--- src/rtl/dual_serial_pkg.sv ---
// Constants, types and helpers shared by the dual serial host port
package dual_serial_pkg;
	localparam int NUM_CH = 2;
	localparam int TXBUF_WIDTH = 8;
	localparam int TXBUF_DEPTH = 2;

	// Register offsets within a channel
	localparam logic [2:0] REG_DATA = 3'h0;
	localparam logic [2:0] REG_IER  = 3'h1;
	localparam logic [2:0] REG_IIR  = 3'h2;
	localparam logic [2:0] REG_LCR  = 3'h3;
	localparam logic [2:0] REG_MCR  = 3'h4;
	localparam logic [2:0] REG_LSR  = 3'h5;
	localparam logic [2:0] REG_MSR  = 3'h6;
	localparam logic [2:0] REG_SCR  = 3'h7;

	// Field positions
	localparam int LCR_STOP  = 2;
	localparam int LCR_PEN   = 3;
	localparam int LCR_EVEN  = 4;
	localparam int LCR_BREAK = 6;
	localparam int LCR_DLAB  = 7;
	localparam int MCR_DTR   = 0;
	localparam int MCR_RTS   = 1;
	localparam int MCR_LOOP  = 4;
	localparam int IER_RX    = 0;
	localparam int IER_TX    = 1;
	localparam int IER_LS    = 2;
	localparam int IER_MS    = 3;

	// Reset values
	localparam logic [3:0]  IER_RST = 4'h0;
	localparam logic [7:0]  LCR_RST = 8'h00;
	localparam logic [4:0]  MCR_RST = 5'h00;
	localparam logic [7:0]  SCR_RST = 8'h00;
	localparam logic [15:0] DIV_RST = 16'h0001;

	// Interrupt identification codes
	localparam logic [7:0] IIR_NONE = 8'h01;
	localparam logic [7:0] IIR_LS   = 8'h06;
	localparam logic [7:0] IIR_RX   = 8'h04;
	localparam logic [7:0] IIR_TX   = 8'h02;
	localparam logic [7:0] IIR_MS   = 8'h00;

	// Oversampling counts, in baud ticks
	localparam logic [5:0] TICKS_BIT   = 6'h10;
	localparam logic [5:0] TICKS_HALF  = 6'h08;
	localparam logic [5:0] TICKS_STOP1 = 6'h10;
	localparam logic [5:0] TICKS_STOP15 = 6'h18;
	localparam logic [5:0] TICKS_STOP2 = 6'h20;

	typedef enum logic [2:0] {TX_IDLE, TX_START, TX_DATA, TX_PARITY,
		TX_STOP} tx_state_e;
	typedef enum logic [2:0] {RX_IDLE, RX_START, RX_DATA, RX_PARITY,
		RX_STOP} rx_state_e;

	// Index of the last data bit: 4 to 7
	function automatic logic [2:0] last_bit(input logic [7:0] lcr);
		last_bit = 3'(3'h4 + {1'b0, lcr[1:0]});
	endfunction

	// Parity over the active character bits
	function automatic logic parity_bit(input logic [7:0] data,
		input logic [7:0] lcr);
		logic [7:0] mask;
		mask = 8'hFF >> (2'h3 - lcr[1:0]);
		parity_bit = (^(data & mask)) ^ ~lcr[LCR_EVEN];
	endfunction

	// Stop length: 1, 1.5 (five-bit chars) or 2 bits
	function automatic logic [5:0] stop_ticks(input logic [7:0] lcr);
		if (!lcr[LCR_STOP])
			stop_ticks = TICKS_STOP1;
		else if (lcr[1:0] == 2'h0)
			stop_ticks = TICKS_STOP15;
		else
			stop_ticks = TICKS_STOP2;
	endfunction
endpackage

--- src/rtl/two_entry_buffer.sv ---
// Small valid/ready buffer in front of each transmitter
`timescale 1ns/1ns
module two_entry_buffer
	import dual_serial_pkg::*;
#(
	parameter int WIDTH = TXBUF_WIDTH,
	parameter int DEPTH = TXBUF_DEPTH
) (
	// Clock and reset
	input  wire logic             clk,
	input  wire logic             rst_n,
	// Filling side
	input  wire logic             in_valid,
	output logic                  in_ready,
	input  wire logic [WIDTH-1:0] in_data,
	// Draining side
	output logic                  out_valid,
	input  wire logic             out_ready,
	output logic [WIDTH-1:0]      out_data
);
	localparam int PW = (DEPTH > 1) ? $clog2(DEPTH) : 1;
	localparam logic [PW:0] FULL = (PW+1)'(DEPTH);

	logic [WIDTH-1:0] mem      [DEPTH];
	logic [WIDTH-1:0] next_mem [DEPTH];
	logic [PW-1:0]    wr_ptr;
	logic [PW-1:0]    next_wr_ptr;
	logic [PW-1:0]    rd_ptr;
	logic [PW-1:0]    next_rd_ptr;
	logic [PW:0]      count;
	logic [PW:0]      next_count;
	logic             push;
	logic             pop;

	assign in_ready  = (count != FULL);
	assign out_valid = (count != '0);
	assign out_data  = mem[rd_ptr];
	assign push      = in_valid & in_ready;
	assign pop       = out_valid & out_ready;

	always_comb begin
		next_mem    = mem;
		next_wr_ptr = wr_ptr;
		next_rd_ptr = rd_ptr;
		if (push) begin
			next_mem[wr_ptr] = in_data;
			next_wr_ptr = (wr_ptr == PW'(DEPTH - 1)) ? '0 : PW'(wr_ptr + 1'b1);
		end
		if (pop)
			next_rd_ptr = (rd_ptr == PW'(DEPTH - 1)) ? '0 : PW'(rd_ptr + 1'b1);
		next_count = count;
		if (push && !pop)
			next_count = (PW+1)'(count + 1'b1);
		else if (pop && !push)
			next_count = (PW+1)'(count - 1'b1);
	end

	always_ff @(posedge clk) begin
		if (!rst_n) begin
			mem    <= '{default: '0};
			wr_ptr <= '0;
			rd_ptr <= '0;
			count  <= '0;
		end else begin
			mem    <= next_mem;
			wr_ptr <= next_wr_ptr;
			rd_ptr <= next_rd_ptr;
			count  <= next_count;
		end
	end
endmodule

--- src/rtl/dual_async_serial_host_port.sv ---
// Host bus port and two serial channels of the dual serial element
// Contract
// - Select 0, 1, 2 enable serial channel 0, channel 1, parallel port.
// - Read strobe low drives addressed register onto the data bus.
// - Write strobe low loads data bus into addressed register.
// - Three-bit address picks the register inside the selected channel.
// - Bus buffer steer high while any channel is selected.
// - Data bus driven only during a read.
// - Bit zero is the character LSB and goes first on the line.
// - Reset idles both channels, clears registers except the divisor (loads one), and deasserts outputs.
// - Serial output marks when idle, in reset and in loopback; outside loopback the break bit holds it low, idle included.
// - Loopback ignores the external serial input.
// - Request-to-send low when its control bit is one; high on reset.
// - Terminal-ready low when its control bit is one; high on reset.
// - Baud divider divides the clock by a 16-bit divisor.
// - Character length five to eight bits per channel.
// - Parity generated and checked: even, odd or none.
// - One, one and a half or two stop bits sent.
// - Separate enables for transmit, receive, line and modem events.
// - Status readable anytime without disturbing transfers.
// - Modem status mirrors clear-to-send in bit 4, delta in bit 0.
`timescale 1ns/1ns
module dual_async_serial_host_port
	import dual_serial_pkg::*;
(
	// Clock and reset
	input  wire logic              clk,
	input  wire logic              rst_n,
	// Host bus
	input  wire logic              host_read_strobe_n,
	input  wire logic              host_write_strobe_n,
	input  wire logic [2:0]        register_select,
	input  wire logic              serial0_select_n,
	input  wire logic              serial1_select_n,
	input  wire logic              printer_port_select_n,
	input  wire logic [7:0]        host_data_bus_in,
	output logic      [7:0]        host_data_bus_out,
	output logic                   host_data_bus_oe,
	output logic                   bus_buffer_steer,
	output logic                   printer_port_enable,
	// Serial lines and modem signals, one bit per channel
	output logic      [NUM_CH-1:0] serial_tx_line,
	input  wire logic [NUM_CH-1:0] serial_rx_line,
	output logic      [NUM_CH-1:0] request_to_send_n,
	output logic      [NUM_CH-1:0] data_terminal_ready_n,
	input  wire logic [NUM_CH-1:0] clear_to_send_n,
	output logic      [NUM_CH-1:0] channel_irq
);
	// Host side state
	logic rd_q, next_rd_q, wr_q, next_wr_q;
	logic [7:0] next_host_data_bus_out;
	logic next_host_data_bus_oe, next_bus_buffer_steer;
	logic next_printer_port_enable;
	logic rd_start, wr_start;
	logic [NUM_CH-1:0] act;

	// Channel registers
	logic [3:0]  ier [NUM_CH], next_ier [NUM_CH];
	logic [7:0]  lcr [NUM_CH], next_lcr [NUM_CH];
	logic [4:0]  modem_control_reg [NUM_CH], next_mcr [NUM_CH];
	logic [7:0]  scr [NUM_CH], next_scr [NUM_CH];
	logic [15:0] div [NUM_CH], next_div [NUM_CH];
	logic [15:0] baud_cnt [NUM_CH], next_baud_cnt [NUM_CH];
	logic [7:0]  rbr [NUM_CH], next_rbr [NUM_CH];
	logic [NUM_CH-1:0] dr, next_dr, ovr, next_ovr, perr, next_perr;
	logic [NUM_CH-1:0] ferr, next_ferr, clear_to_send_changed, next_clear_to_send_changed, cts_q, next_cts_q;
	logic [NUM_CH-1:0] thre_pend, next_thre_pend, busy_q, next_busy_q;
	// Transmitter
	tx_state_e   tx_state [NUM_CH], next_tx_state [NUM_CH];
	logic [7:0]  tx_shift [NUM_CH], next_tx_shift [NUM_CH];
	logic [5:0]  tx_cnt [NUM_CH], next_tx_cnt [NUM_CH];
	logic [2:0]  tx_bit [NUM_CH], next_tx_bit [NUM_CH];
	logic [NUM_CH-1:0] tx_par, next_tx_par, tx_out, next_tx_out;
	// Receiver
	rx_state_e   rx_state [NUM_CH], next_rx_state [NUM_CH];
	logic [7:0]  rx_shift [NUM_CH], next_rx_shift [NUM_CH];
	logic [5:0]  rx_cnt [NUM_CH], next_rx_cnt [NUM_CH];
	logic [2:0]  rx_bit [NUM_CH], next_rx_bit [NUM_CH];
	logic [NUM_CH-1:0] rx_perr, next_rx_perr;
	// Outputs
	logic [NUM_CH-1:0] next_serial_tx_line, next_rts_n, next_dtr_n;
	logic [NUM_CH-1:0] next_channel_irq;
	logic [7:0]  rd_val [NUM_CH];
	// Transmit buffers
	logic [NUM_CH-1:0] buf_in_valid, buf_in_ready, buf_out_valid;
	logic [NUM_CH-1:0] buf_out_ready;
	logic [7:0]  buf_out_data [NUM_CH];

	assign act[0]   = ~serial0_select_n;
	assign act[1]   = ~serial1_select_n & serial0_select_n;
	assign rd_start = rd_q & ~host_read_strobe_n;
	assign wr_start = wr_q & ~host_write_strobe_n;

	for (genvar g = 0; g < NUM_CH; g++) begin : g_txbuf
		two_entry_buffer #(
			.WIDTH (TXBUF_WIDTH),
			.DEPTH (TXBUF_DEPTH)
		) u_buf (
			.clk       (clk),
			.rst_n     (rst_n),
			.in_valid  (buf_in_valid[g]),
			.in_ready  (buf_in_ready[g]),
			.in_data   (host_data_bus_in),
			.out_valid (buf_out_valid[g]),
			.out_ready (buf_out_ready[g]),
			.out_data  (buf_out_data[g])
		);
	end

	always_comb begin
		next_rd_q = host_read_strobe_n;
		next_wr_q = host_write_strobe_n;
		next_host_data_bus_oe = ~host_read_strobe_n & (|act);
		next_host_data_bus_out = host_data_bus_out;
		if (rd_start && act[0])
			next_host_data_bus_out = rd_val[0];
		else if (rd_start && act[1])
			next_host_data_bus_out = rd_val[1];
		next_bus_buffer_steer = (|act) | ~printer_port_select_n;
		next_printer_port_enable = ~printer_port_select_n & ~(|act);
	end

	always_comb begin
		logic wr, rd, dlab, tick, rx_in;
		logic [7:0] rx_align, iir;
		logic [5:0] tx_lim;
		wr = 1'b0; rd = 1'b0; dlab = 1'b0; tick = 1'b0; rx_in = 1'b1;
		rx_align = 8'h00; iir = IIR_NONE; tx_lim = TICKS_BIT;
		next_ier = ier; next_lcr = lcr; next_mcr = modem_control_reg; next_scr = scr;
		next_div = div; next_baud_cnt = baud_cnt; next_rbr = rbr;
		next_dr = dr; next_ovr = ovr; next_perr = perr; next_ferr = ferr;
		next_clear_to_send_changed = clear_to_send_changed; next_cts_q = cts_q; next_thre_pend = thre_pend;
		next_busy_q = busy_q;
		next_tx_state = tx_state; next_tx_shift = tx_shift;
		next_tx_cnt = tx_cnt; next_tx_bit = tx_bit; next_tx_par = tx_par;
		next_tx_out = tx_out;
		next_rx_state = rx_state; next_rx_shift = rx_shift;
		next_rx_cnt = rx_cnt; next_rx_bit = rx_bit; next_rx_perr = rx_perr;
		for (int ch = 0; ch < NUM_CH; ch++) begin
			wr = wr_start & act[ch];
			rd = rd_start & act[ch];
			dlab = lcr[ch][LCR_DLAB];
			tick = (baud_cnt[ch] <= 16'h0001);
			next_baud_cnt[ch] = tick ? div[ch] : 16'(baud_cnt[ch] - 16'h0001);
			buf_in_valid[ch] = wr & (register_select == REG_DATA) & ~dlab;
			if (wr) begin
				case (register_select)
					REG_DATA: if (dlab) next_div[ch][7:0] = host_data_bus_in;
					REG_IER: begin
						if (dlab)
							next_div[ch][15:8] = host_data_bus_in;
						else
							next_ier[ch] = host_data_bus_in[3:0];
					end
					REG_LCR: next_lcr[ch] = host_data_bus_in;
					REG_MCR: next_mcr[ch] = host_data_bus_in[4:0];
					REG_SCR: next_scr[ch] = host_data_bus_in;
					default: ;
				endcase
			end
			if (ier[ch][IER_LS] && (ovr[ch] || perr[ch] || ferr[ch]))
				iir = IIR_LS;
			else if (ier[ch][IER_RX] && dr[ch])
				iir = IIR_RX;
			else if (ier[ch][IER_TX] && thre_pend[ch])
				iir = IIR_TX;
			else if (ier[ch][IER_MS] && clear_to_send_changed[ch])
				iir = IIR_MS;
			else
				iir = IIR_NONE;
			next_channel_irq[ch] = (iir != IIR_NONE);
			case (register_select)
				REG_DATA: rd_val[ch] = dlab ? div[ch][7:0] : rbr[ch];
				REG_IER:  rd_val[ch] = dlab ? div[ch][15:8] : {4'h0, ier[ch]};
				REG_IIR:  rd_val[ch] = iir;
				REG_LCR:  rd_val[ch] = lcr[ch];
				REG_MCR:  rd_val[ch] = {3'h0, modem_control_reg[ch]};
				REG_LSR:  rd_val[ch] = {1'b0,
					~buf_out_valid[ch] & (tx_state[ch] == TX_IDLE),
					~buf_out_valid[ch], 1'b0, ferr[ch], perr[ch], ovr[ch], dr[ch]};
				REG_MSR:  rd_val[ch] = {3'h0, ~cts_q[ch], 3'h0, clear_to_send_changed[ch]};
				default:  rd_val[ch] = scr[ch];
			endcase
			// Read side effects; events below win over these clears
			if (rd) begin
				case (register_select)
					REG_DATA: if (!dlab) next_dr[ch] = 1'b0;
					REG_LSR: begin
						next_ovr[ch] = 1'b0;
						next_perr[ch] = 1'b0;
						next_ferr[ch] = 1'b0;
					end
					REG_MSR: next_clear_to_send_changed[ch] = 1'b0;
					REG_IIR: if (iir == IIR_TX) next_thre_pend[ch] = 1'b0;
					default: ;
				endcase
			end
			if (buf_in_valid[ch])
				next_thre_pend[ch] = 1'b0;
			next_busy_q[ch] = buf_out_valid[ch];
			if (busy_q[ch] && !buf_out_valid[ch])
				next_thre_pend[ch] = 1'b1;
			next_cts_q[ch] = clear_to_send_n[ch];
			if (cts_q[ch] != clear_to_send_n[ch])
				next_clear_to_send_changed[ch] = 1'b1;
			// Transmitter: start bit begins unaligned to the tick grid
			buf_out_ready[ch] = (tx_state[ch] == TX_IDLE);
			tx_lim = (tx_state[ch] == TX_STOP) ? stop_ticks(lcr[ch]) : TICKS_BIT;
			if (tx_state[ch] == TX_IDLE) begin
				if (buf_out_valid[ch]) begin
					next_tx_shift[ch] = buf_out_data[ch];
					next_tx_par[ch] = parity_bit(buf_out_data[ch], lcr[ch]);
					next_tx_state[ch] = TX_START;
					next_tx_cnt[ch] = 6'h00;
					next_tx_bit[ch] = 3'h0;
					next_tx_out[ch] = 1'b0;
				end
			end else if (tick) begin
				if (tx_cnt[ch] != 6'(tx_lim - 6'h01))
					next_tx_cnt[ch] = 6'(tx_cnt[ch] + 6'h01);
				else begin
					next_tx_cnt[ch] = 6'h00;
					case (tx_state[ch])
						TX_START: begin
							next_tx_state[ch] = TX_DATA;
							next_tx_out[ch] = tx_shift[ch][0];
						end
						TX_DATA: begin
							if (tx_bit[ch] == last_bit(lcr[ch])) begin
								next_tx_state[ch] = lcr[ch][LCR_PEN] ? TX_PARITY : TX_STOP;
								next_tx_out[ch] = lcr[ch][LCR_PEN] ? tx_par[ch] : 1'b1;
							end else begin
								next_tx_shift[ch] = tx_shift[ch] >> 1;
								next_tx_out[ch] = tx_shift[ch][1];
								next_tx_bit[ch] = 3'(tx_bit[ch] + 3'h1);
							end
						end
						TX_PARITY: begin
							next_tx_state[ch] = TX_STOP;
							next_tx_out[ch] = 1'b1;
						end
						default: begin
							next_tx_state[ch] = TX_IDLE;
							next_tx_out[ch] = 1'b1;
						end
					endcase
				end
			end
			rx_in = modem_control_reg[ch][MCR_LOOP] ? tx_out[ch] : serial_rx_line[ch];
			rx_align = rx_shift[ch] >> (2'h3 - lcr[ch][1:0]);
			if (tick) begin
				case (rx_state[ch])
					RX_IDLE: if (!rx_in) begin
						next_rx_state[ch] = RX_START;
						next_rx_cnt[ch] = 6'h00;
						next_rx_perr[ch] = 1'b0;
					end
					RX_START: if (rx_cnt[ch] == 6'(TICKS_HALF - 6'h01)) begin
						next_rx_cnt[ch] = 6'h00;
						next_rx_bit[ch] = 3'h0;
						next_rx_state[ch] = rx_in ? RX_IDLE : RX_DATA;
					end else
						next_rx_cnt[ch] = 6'(rx_cnt[ch] + 6'h01);
					default: if (rx_cnt[ch] != 6'(TICKS_BIT - 6'h01))
						next_rx_cnt[ch] = 6'(rx_cnt[ch] + 6'h01);
					else begin
						next_rx_cnt[ch] = 6'h00;
						if (rx_state[ch] == RX_DATA) begin
							next_rx_shift[ch] = {rx_in, rx_shift[ch][7:1]};
							if (rx_bit[ch] == last_bit(lcr[ch]))
								next_rx_state[ch] = lcr[ch][LCR_PEN] ? RX_PARITY : RX_STOP;
							else
								next_rx_bit[ch] = 3'(rx_bit[ch] + 3'h1);
						end else if (rx_state[ch] == RX_PARITY) begin
							next_rx_perr[ch] = rx_in != parity_bit(rx_align, lcr[ch]);
							next_rx_state[ch] = RX_STOP;
						end else begin
							next_rbr[ch] = rx_align;
							next_ovr[ch] = next_ovr[ch] | dr[ch];
							next_dr[ch] = 1'b1;
							next_perr[ch] = next_perr[ch] | rx_perr[ch];
							next_ferr[ch] = next_ferr[ch] | ~rx_in;
							next_rx_state[ch] = RX_IDLE;
						end
					end
				endcase
			end
			next_serial_tx_line[ch] = modem_control_reg[ch][MCR_LOOP] |
				(~lcr[ch][LCR_BREAK] & next_tx_out[ch]);
			next_rts_n[ch] = ~modem_control_reg[ch][MCR_RTS];
			next_dtr_n[ch] = ~modem_control_reg[ch][MCR_DTR];
		end
	end

	always_ff @(posedge clk) begin
		if (!rst_n) begin
			rd_q <= 1'b1; wr_q <= 1'b1;
			host_data_bus_out <= 8'h00; host_data_bus_oe <= 1'b0;
			bus_buffer_steer <= 1'b0; printer_port_enable <= 1'b0;
			ier <= '{default: IER_RST}; lcr <= '{default: LCR_RST};
			modem_control_reg <= '{default: MCR_RST}; scr <= '{default: SCR_RST};
			div <= '{default: DIV_RST}; baud_cnt <= '{default: DIV_RST};
			rbr <= '{default: 8'h00};
			dr <= '0; ovr <= '0; perr <= '0; ferr <= '0; clear_to_send_changed <= '0;
			cts_q <= '1; thre_pend <= '0; busy_q <= '0;
			tx_state <= '{default: TX_IDLE}; tx_shift <= '{default: 8'h00};
			tx_cnt <= '{default: 6'h00}; tx_bit <= '{default: 3'h0};
			tx_par <= '0; tx_out <= '1;
			rx_state <= '{default: RX_IDLE}; rx_shift <= '{default: 8'h00};
			rx_cnt <= '{default: 6'h00}; rx_bit <= '{default: 3'h0};
			rx_perr <= '0;
			serial_tx_line <= '1;
			request_to_send_n <= '1; data_terminal_ready_n <= '1;
			channel_irq <= '0;
		end else begin
			rd_q <= next_rd_q; wr_q <= next_wr_q;
			host_data_bus_out <= next_host_data_bus_out;
			host_data_bus_oe <= next_host_data_bus_oe;
			bus_buffer_steer <= next_bus_buffer_steer;
			printer_port_enable <= next_printer_port_enable;
			ier <= next_ier; lcr <= next_lcr; modem_control_reg <= next_mcr; scr <= next_scr;
			div <= next_div; baud_cnt <= next_baud_cnt; rbr <= next_rbr;
			dr <= next_dr; ovr <= next_ovr; perr <= next_perr;
			ferr <= next_ferr; clear_to_send_changed <= next_clear_to_send_changed; cts_q <= next_cts_q;
			thre_pend <= next_thre_pend; busy_q <= next_busy_q;
			tx_state <= next_tx_state; tx_shift <= next_tx_shift;
			tx_cnt <= next_tx_cnt; tx_bit <= next_tx_bit;
			tx_par <= next_tx_par; tx_out <= next_tx_out;
			rx_state <= next_rx_state; rx_shift <= next_rx_shift;
			rx_cnt <= next_rx_cnt; rx_bit <= next_rx_bit;
			rx_perr <= next_rx_perr;
			serial_tx_line <= next_serial_tx_line;
			request_to_send_n <= next_rts_n;
			data_terminal_ready_n <= next_dtr_n;
			channel_irq <= next_channel_irq;
		end
	end
endmodule

--- config.mk ---
export PLATFORM = sky130hd
export DESIGN_NAME = dual_async_serial_host_port
export DESIGN_NICKNAME = d
export VERILOG_FILES = /design/src/rtl/dual_serial_pkg.sv /design/src/rtl/two_entry_buffer.sv /design/src/rtl/dual_async_serial_host_port.sv
export SDC_FILE = /design/constraint.sdc
export NUM_CORES = 1
export LEC_CHECK = 0
export ABC_CLOCK_PERIOD_IN_PS = 3000
export BUFFER_PORTS_ARGS = -buffer_cell sky130_fd_sc_hd__buf_2
export CAP_MARGIN = 20
export CORE_UTILIZATION = 25
export CTS_BUF_LIST = sky130_fd_sc_hd__clkbuf_8
export DETAILED_ROUTE_END_ITERATION = 10
export GPL_TIMING_DRIVEN = 0
export PLACE_DENSITY = 0.5
export SYNTH_ARGS = -nofsm -noshare
export SYNTH_HDL_FRONTEND = slang
export SYNTH_HIERARCHICAL = 1
export SYNTH_SLANG_ARGS = --single-unit
--- constraint.sdc ---
create_clock -name clk -period 3 [get_ports clk]
set_input_delay 0.45 -clock clk [delete_from_list [all_inputs] [get_ports clk]]
set_output_delay 0.45 -clock clk [all_outputs]
set_load 0.005 [all_outputs]
### Word-level counts from Yosys, hierarchy flattened

Cells that the tools add are included.

| word-level totals | value |
|---|---|
| flip-flop bits (word level) | 293 |
| bits in latches | 0 |
| RAM bits | 0 |
| ROM bits | 0 |
| bits of input ports | 22 |
| output and inout bits | 19 |
| logic and storage cells | 568 |
| memories | 0 |

| cells by class | value |
|---|---|
| $add $sub $neg | 24 |
| multiply operators | 0 |
| divide/modulo/power cells | 0 |
| $lt $le $gt $ge | 8 |
| equality and inequality tests | 65 |
| shift-type cells | 4 |
| mux-type cells | 223 |
| bitwise logic cells | 76 |
| reductions and logical operators | 101 |

Operators with widths:

| kind | number |
|---|---|
| 8-bit two-way mux | 26 |
| 3-bit two-way mux | 48 |
| 6-bit two-way mux | 20 |
| 8-bit one-hot mux with 7 select lines | 2 |
| 1-bit two-way mux | 101 |
| 1-bit NOT | 34 |
| 2-bit nonzero test | 17 |
| 8-bit AND | 4 |
| 16-bit bitwise mux | 2 |
| 16-bit by 1-bit less-or-equal comparator with 1-bit output (second input constant) | 2 |
| 16-bit two-way mux | 2 |
| 8-bit parity | 4 |
| 16-bit by 1-bit subtractor with 16-bit output (second input constant) | 2 |
| 3-bit by 2-bit equality test with 1-bit output (second input constant) | 10 |
| 5-bit AND reduction | 6 |
| 2-bit by 1-bit != test with 1-bit output (second input constant) | 14 |
| 2-bit AND reduction | 14 |
| 6-bit by 1-bit adder with 6-bit output (second input constant) | 4 |
| 3-bit one-hot mux with 2 select lines | 4 |
| 6-bit one-hot mux with 2 select lines | 2 |
| 3-bit AND reduction | 8 |
| 6-bit AND reduction | 4 |
| 1-bit AND | 21 |
| 3-bit equality test (second input constant) | 6 |
| other kinds (38) | 144 |

### Longest topological paths before layout

Gate-level depths: netlist of the first run.

| depth | value |
|---|---|
| depth in word-level cells | 11 |
| mapped depth | 12 |
| mapped depth without buffers | 9 |

### Hierarchy

The synthesis of the first run kept the hierarchy.

Modules (own cells, without submodules):

| module | times used | cells each | area an instance (um^2) | sequential area each (um^2) |
|---|---|---|---|---|
| dual_async_serial_host_port | 1 | 1521 | 12734.7 | 5064.9 |
| two_entry_buffer | 2 | 91 | 928.4 | 400.4 |

### Worst setup path before layout of the first run

Ideal clock, no wire load.

| path | value |
|---|---|
| kind | register to register |
| start | register lcr[8] (netlist name) |
| end | register tx_shift[14] (netlist name) |
| setup time | 0.086 ns |
| data arrival time | 2.919 ns |
| data required time | 2.914 ns |
| path slack | -0.005 ns |
| cell stages (with the launch flop) | 13 |
| buffers on the path | 3 |
| clock period less this slack | 3.005 ns |
| cells stage by stage | dfxtp_1 > buf_1 > clkbuf_1 > nor2_1 > nor2_1 > ha_1 > xnor2_1 > nand4_1 > a2111o_1 > o21ai_1 > buf_2 > nor2_1 > a211oi_1 |

| on the way | value |
|---|---|
| cells in the longest elaborated chain, start to end | 8 |
| elaborated cells between the ends (all ways) | 11 |
| those cells by class | add/sub (2); eq/ne (4); mux (3); reduce/logical (2) |

RTL lines:

| what | RTL line | text |
|---|---|---|
| from (decl) | dual_async_serial_host_port.sv:59 | `logic [7:0] lcr [NUM_CH], next_lcr [NUM_CH];` |
| from (signal assigned) | dual_async_serial_host_port.sv:321 | `ier <= next_ier; lcr <= next_lcr; modem_control_reg <= next_mcr; scr <= next_scr;` |
| 2-bit logical NOT | dual_serial_pkg.sv:74 | `else if (lcr[1:0] == 2'h0)` |
| 6-bit two-way mux | dual_serial_pkg.sv:74 |  |
| 6-bit two-way mux | dual_serial_pkg.sv:72 | `if (!lcr[LCR_STOP])` |
| 6-bit two-way mux | dual_async_serial_host_port.sv:208 | `tx_lim = (tx_state[ch] == TX_STOP) ? stop_ticks(lcr[ch]) : TICKS_BIT;` |
| 6-bit by 1-bit subtractor with 6-bit output | dual_async_serial_host_port.sv:219 | `if (tx_cnt[ch] != 6'(tx_lim - 6'h01))` |
| 6-bit != test | dual_async_serial_host_port.sv:219 |  |
| 2-bit by 1-bit != test with 1-bit output (no line) | n/a |  |
| 5-bit AND reduction (no line) (*) | n/a |  |
| to (signal assigned) | dual_async_serial_host_port.sv:326 | `tx_state <= next_tx_state; tx_shift <= next_tx_shift;` |
| to (decl) | dual_async_serial_host_port.sv:70 | `logic [7:0] tx_shift [NUM_CH], next_tx_shift [NUM_CH];` |

Mark *: on every way between the ends. The rest lies on a longest branch, timed or not.
A chain may end at the register's enable or synchronous reset.

### Worst setup path after layout of the first run

| path | value |
|---|---|
| start | register baud_cnt[16] (netlist name) |
| end | register rx_state[3] (netlist name) |

| on the way | value |
|---|---|
| cells in the longest elaborated chain, start to end | 2 |

RTL lines:

| what | RTL line | text |
|---|---|---|
| from (decl) | dual_async_serial_host_port.sv:63 | `logic [15:0] baud_cnt [NUM_CH], next_baud_cnt [NUM_CH];` |
| from (signal assigned) | dual_async_serial_host_port.sv:322 | `div <= next_div; baud_cnt <= next_baud_cnt; rbr <= next_rbr;` |
| 16-bit by 1-bit less-or-equal comparator with 1-bit output | dual_async_serial_host_port.sv:143 | `tick = (baud_cnt[ch] <= 16'h0001);` |
| 5-bit AND reduction (no line) | n/a |  |
| to (signal assigned) | dual_async_serial_host_port.sv:329 | `rx_state <= next_rx_state; rx_shift <= next_rx_shift;` |
| to (decl) | dual_async_serial_host_port.sv:75 | `rx_state_e rx_state [NUM_CH], next_rx_state [NUM_CH];` |

No other way between the ends.

==> results of run 1 <==
power by group through the flow:
| stage | Sequential, W | Combinational, W | Clock (W) |
|---|---|---|---|
| floorplan | 0.00458 | 0.00218 | 0 |
| global placement | 0.00465 | 0.00301 | 0 |
| detailed placement | 0.00467 | 0.00306 | 0 |
| CTS | 0.00459 | 0.00311 | 0.00470 |
| global route | 0.00466 | 0.00354 | 0.00488 |
| finish | 0.00460 | 0.00321 | 0.00459 |
cell families (layout without fill, tap and decap cells):
logic type,after synthesis,after routing
AND/OR/NAND/NOR,658,658
flip-flops,293,293
other,0,1
XOR/XNOR,95,95
AO/OA/AOI/OAI,334,334
adder cells (fa/ha/maj),16,16
buffers and inverters,145,292
multiplexers,162,162
layout by cell type (no fill, tap or decap), types with 12 or more instances in the layout:
master and instances:
a21oi_1 106, nor2_1 190, nand2b_1 21, dfxtp_1 292, nand4_1 13, ha_1 16, mux2i_1 128, xnor2_1 63
clkbuf_1 82, inv_1 34, a31oi_1 12, mux2_2 24, buf_2 48, nand3_1 68, nor3_1 22, o21ai_0 61
a211oi_1 45, nand2_1 226, xor2_1 32, and2_1 12, clkbuf_8 81, or3_1 16
per-stage QoR:
stage	hold WS (ps)	setup slack [ps]	cells	area, µm²	power (W)
final	92.4	162	2616	17200	0.0124
after global routing	69.6	-29.4	2616	17200	0.0131
after CTS	27.9	11.9	2610	17100	0.0124
after detailed placement	438	-913	2509	15800	0.00772
after global placement	440	-852	2507	15700	0.00766
after floorplan	371	77.7	1703	14600	0.00675
cells in the mapped netlist, types with 10 or more instances:
master    count
dfxtp_1     293
nand2_1     226
nor2_1      190
mux2i_1     128
a21oi_1     107
clkbuf_1     89
nand3_1      69
xnor2_1      63
o21ai_0      62
a211oi_1     46
xor2_1       32
inv_1        26
mux2_2       24
nor3_1       24
nand2b_1     21
ha_1         16
or3_1        16
nand4_1      13
a31oi_1      12
and2_1       12
a22oi_1      11
buf_1        11
and3_1       10
mux4_2       10
nor3b_1      10
nor4_1       10
routing by layer:
layer	vias to the layer above	global-route usage
met5	-	0
met4	8	0.0574
met3	85	0.0410
met2	375	0.249
met1	6191	0.226
li1	6244	-
what timing repair did:
| action | in CTS | in global routing |
|---|---|---|
| endpoints found under the hold margin | 3 | 0 |
| pin swaps | 0 | 3 |
| cloned | 0 | 0 |
| gates resized for setup | 18 | 18 |
| setup buffers | 0 | 2 |
| hold buffers | 2 | 0 |
| endpoints found under the setup margin | 42 | 42 |
cell type report:
| class | instances | area (µm²) | share of cell area |
|---|---|---|---|
| well taps | 765 | 957 | 0.0555 |
| multi-input cells | 1265 | 8160 | 0.473 |
| repair buffers | 48 | 268 | 0.0155 |
| clock inverters | 23 | 233 | 0.0135 |
| diodes | 1 | 2.50 | 0.000145 |
| clock buffers | 78 | 1070 | 0.0623 |
| plain buffers | 116 | 578 | 0.0335 |
| inverters | 27 | 101 | 0.00588 |
| flip-flops and latches | 293 | 5870 | 0.340 |
final timing paths:
| kind | start | endpoint | slack [ps] | depth (start not counted) |
|---|---|---|---|---|
| worst max-delay path | baud_cnt[16] | rx_state[3] | 160 | 8 |
| worst min-delay path | clear_to_send_n[0] | cts_q[0] | 90 | 2 |
| worst max register to register | baud_cnt[16] | rx_state[3] | 160 | 8 |
| worst min register to register | rbr[3] | rbr[3] | 450 | 2 |
worst max-delay path, stage by stage, from the launching register on:
cell and delay (ps):
dfxtp_1 380, inv_1 90, ha_1 280, o21bai_1 250, or4_4 540, or3_4 420, a211o_1 300, a2111o_1 370
mux2i_1 120
==> run metrics, run 1 <==
core area 0.0577 mm²; layout cells sized above 1 0.130; antenna-violating nets left 0; CP endpoint kind flip-flop; DRC errors left 0; H-tree Lvls 2; metal3 WL 3550 µm; final hold vios 0; Post-synth ARST share 0; Net Sw Power 0.00423 W; CTS tree yes; # IOs 41; status finished clean; clk root buf clkbuf_8; post-synthesis cell type count 83; total clock buffers created by CTS 56; # fillers 6174; GPL Wtd Cong about 0.9; Pint 0.00817 W; DR vias ~13000; Post-Route M1 WL 23600 µm; largest net degree at the start of global routing 20; clk_lat worst skew approximately 650 ps; Adder-Cell Fraction of Synth Area 0.0137; Syn Std Cell Area 0.0146 mm²; P&R area growth vs syn 18.1%; minimum clock period 2840 ps; top sig layer met5; Synth top area share 0.402; Synth Area in Compound Gates 0.148; Initial Util 0.253; Max transition margin 0.282; Critical Path RT 3560 ps; vias in the first global route around 13000; CP startpoint kind flip-flop; multiplexer share of the synthesized area 0.122; PD cells 719 mW/mm²; global-route wire length before repair 76100 µm; Die Y 244 µm; clock sinks a little under 300; Clock Pin Slew Worst Setup and Hold Paths 60 ps; First-pass DRT Iterations 5; xor/xnor share of the synthesized area 0.0570; Post-Synthesis Cells 1703; Die Wd 244 µm; largest family of logic cells by synthesized area simple AND/OR/NAND/NOR gates; Mean Syn Cell Area between 8 and 9 µm²; Post-Synth Simple-Gate Area 0.213; Net count, final between 1500 and 2000; # rows 88; HPWL after DPL 36100 µm; port buffer count 39; critical path class reg2reg; maxcap violations 0; Post-Route Skew 31.2 ps; GRT Total Usage 0.165; overall routed net length 49700 µm; Max VDD drop 0.000304 V; leading area contributor after synthesis dfxtp_1; sequential share of the synthesized area 0.402; final worst-path cycle share 0.946; crit path DAT ~3400 ps; Final setup viols 0; Hold Path Class in2reg; Switching Share 0.341; Largest regs baud_cnt: 32 flops, div: 32 flops, g_txbuf.u_buf/mem: 32 flops; final core utilization 0.299; initial antenna violation count 5; Worst Max-Slew Pin Slew between 1000 and 1500 ps; 1st-iter DRT viols ~810; Post-synth top flop dfxtp_1; synth warn 6; Die ar. 0.0593 mm²; FMAX 0.352 GHz; Vias/cell 4.93; clock share of power 0.370; Syn Nets 1741; CTS Buffer Depth 3; met2 wire length 21300 µm; crit-path max FO 6; number of flops mapped to enable cells by yosys 0; DR WL/cell around 19 µm; combinational share of power 0.259; FF+latch count, synth roughly 290; Seq pwr share 0.371; leakage 6.44 nW; grt ovf 0; Final Max Slew Viols 0; TNS Setup 0 ps; Area contributors post-synth dfxtp_1 40%, mux2i_1 8.8%, nand2_1 5.8%
(Power assumes the default switching activity.)
==> run 2, diff against run 1 <==
--- a/config.mk
+++ b/config.mk
@@ -8,11 +8,13 @@
 export ABC_CLOCK_PERIOD_IN_PS = 3000
 export BUFFER_PORTS_ARGS = -buffer_cell sky130_fd_sc_hd__buf_2
 export CAP_MARGIN = 20
+export CORE_ASPECT_RATIO = 0.5
 export CORE_UTILIZATION = 25
 export CTS_BUF_LIST = sky130_fd_sc_hd__clkbuf_8
 export DETAILED_ROUTE_END_ITERATION = 10
 export GPL_TIMING_DRIVEN = 0
 export PLACE_DENSITY = 0.5
+export SLEW_MARGIN = 20
 export SYNTH_ARGS = -nofsm -noshare
 export SYNTH_HDL_FRONTEND = slang
 export SYNTH_HIERARCHICAL = 1
==> run 2 against run 1 <==
First-iteration DRC count rose by 8.1%; clock skew down 12 ps; clock power down 20%; wire length is 5.7% lower; critical path type unchanged; final cell count fell by 0.42%; sequential share of layout area rose by 0.67 points; non-clock buffer count is 5 lower; design area shrank 2.0%; flip-flop and latch count stayed put; clock-buffer cell count decreased by 13; highest routed layer is now met4; global-route usage decreased by 1.0 points; via count decreased by 1.5%.
==> run metrics, run 2 (synthesis results as in run 1) <==
status finished clean; overall routed net length 46800 µm (-5.7%); Max transition margin 0.275 (-0.00691); RR Endpoint g_txbuf[0].u_buf/count[1]; DR WL/cell 18.0 µm (-5.4%); Critical Path RT 3530 ps (-30 ps); Die Wd 344 µm (+41%); metal3 WL 2310 µm (-35%); port buffer count 39 (unchanged); worst setup path start lcr[15]; worst setup path endpoint g_txbuf[0].u_buf/count[1]; delay-heaviest family, CP simple AND/OR/NAND/NOR gates; Buf+Inv Stages, Crit Path 2 (+1); Slowest Stage Delay on Critical Path 740 ps (+200 ps); Clock Pin Slew Worst Setup and Hold Paths 70 ps (about the same); final total power 0.0113 W (-8.7%); vias in the first global route 12100 (-5.5%); Max VDD drop 0.000268 V (-12%); # rows 62 (-30%); Worst Max-Slew Pin Slew 1070 ps (-4.75 ps); clock sinks 293 (unchanged); # IOs 41 (unchanged); clk_lat worst skew 600 ps (-50 ps); antenna-violating nets left 0 (unchanged); slowest stage cell, crit path nor4_2; Final setup viols 0 (unchanged); clk root buf clkbuf_8; Die Y 173 µm (-29%); core area 0.0575 mm² (-0.37%); largest net degree at the start of global routing 20 (unchanged); Net count, final 1834 (-0.60%); CP endpoint kind flip-flop; crit path DAT 3370 ps (-20 ps); Largest regs baud_cnt: 32 flops, div: 32 flops, g_txbuf.u_buf/mem: 32 flops; maxcap violations 0 (unchanged); leakage 6.30 nW (-2.2%); final hold vios 0 (unchanged); First-pass DRT Iterations 5 (unchanged); HPWL after DPL 33500 µm (-7.1%); Die ar. 0.0594 mm² (about the same); minimum clock period 2840 ps (+0.348 ps); Post-Route Skew 18.7 ps (-12.5 ps); cts hold-fix bufs 0 (-2); Initial Util 0.254 (+0.000936); FMAX 0.352 GHz (about the same); critical path depth 7 (-1); total clock buffers created by CTS 50 (-11%); CP startpoint kind flip-flop; DR vias 12700 (-1.5%); FF-to-FF Start lcr[15]; CTS Buffer Depth 3 (unchanged); final worst-path cycle share 0.946 (about the same); met2 wire length 21000 µm (-1.5%); GPL Wtd Cong 0.930 (+0.89%); Vias/cell 4.88 (-1.1%); Hold Path Class in2reg; Final Max Slew Viols 0 (unchanged); CTS tree yes; worst reg-to-reg setup slack 160 ps (about the same); global-route wire length before repair 72000 µm (-5.4%); reg2reg path depth 7 (-1); DRC errors left 0 (unchanged); commonest non-fill, non-tap cell in the layout dfxtp_1; Critical Path, Cell by Cell clkbuf_1, clkbuf_1, nor4_2, and2_2, ha_1, or3_1, a21boi_0; Post-Route M1 WL 22200 µm (-5.9%); crit-path max FO 10 (+4); cell repeated most along the worst path clkbuf_1; commonest cells after routing, fill and taps aside 292 x dfxtp_1, 226 x nand2_1, 190 x nor2_1, 128 x mux2i_1, 107 x a21oi_1; GRT Total Usage 0.155 (-0.0101); Cells after DPL 2510 (+0.040%); grt ovf 0 (unchanged); top sig layer met4; Hold WS 36.6 ps (-55.8 ps); initial antenna violation count 1 (-4); PD cells 670 mW/mm² (-6.9%); H-tree Lvls 2 (unchanged); min-delay src printer_port_select_n; layout cells sized above 1 0.120 (-0.00990); P&R area growth vs syn 15.8%; Non-Filler Instances 2605 (-0.42%); critical path class reg2reg; 1st-iter DRT viols 877 (+8.1%)
-- run 2: cell types whose count changed in the layout (fill, tap and decap cells not counted), sizes merged, moves of 2 or more --
cell / change
bufinv: -5
clkbuf: -15
clkinv: +3
dlygate4sd3: -2
inv: +7
-- run 2: how the worst min path moves through the flow --
stage                     depth (start not counted)                  endpoint
after detailed placement                          1  data_terminal_ready_n[1]
after global placement                            1  data_terminal_ready_n[1]
after global routing                              2       printer_port_enable
final                                             2       printer_port_enable
after CTS                                         2       printer_port_enable
after floorplan                                   1  data_terminal_ready_n[0]
-- run 2: per-layer routing --
metal | track usage | up-vias
li1 | - | 6212
met1 | 0.213 | 6076
met2 | 0.243 | 349
met3 | 0.0237 | 71
met4 | 0.0554 | 0
met5 | 0 | -
-- run 2: worst register-to-register path: stages (launching register included) --
cell and delay, ps:
dfxtp_1 330, clkbuf_1 290, clkbuf_1 360, nor4_2 740, and2_2 290, ha_1 260, or3_1 350, a21boi_0 160
-- run 2: stage by stage --
step / worst slack (ps) / setup TNS [ps] / area [µm²] / util
global placement: -767 / -24590 / 15700 / 0.274
detailed placement: -730 / -18400 / 15800 / 0.274
CTS: 18.5 / 0 / 16800 / 0.292
global route: -9.29 / -9.29 / 16900 / 0.294
floorplan: 77.7 / 0 / 14600 / -
finish: 161 / 0 / 16900 / 0.294
-- run 2: power by group --
group	internal [W]	switching (W)	leakage (nW)
Clock	0.00194	0.00172	0.594
Combinational	0.00114	0.00193	3.33
Sequential	0.00426	0.000330	2.38
-- run 2: timing repair --
item                                    4_1_cts  5_1_grt
setup buffers                                 0        5
resized for setup                            14       15
cloned                                        0        0
endpoints found under the setup margin       37       39
pin swaps                                     0        2
endpoints found under the hold margin         0        0
-- run 2: cell type report --
class / count / area, µm²
timing repair buffer: 44 / 233
multi-input combinational: 1265 / 8160
sequential: 293 / 5870
inverter: 27 / 101
clock inverter: 27 / 120
buffer: 115 / 562
antenna: 1 / 2.50
clock buffer: 65 / 895
fill: 6154 / 40600
tap: 768 / 961
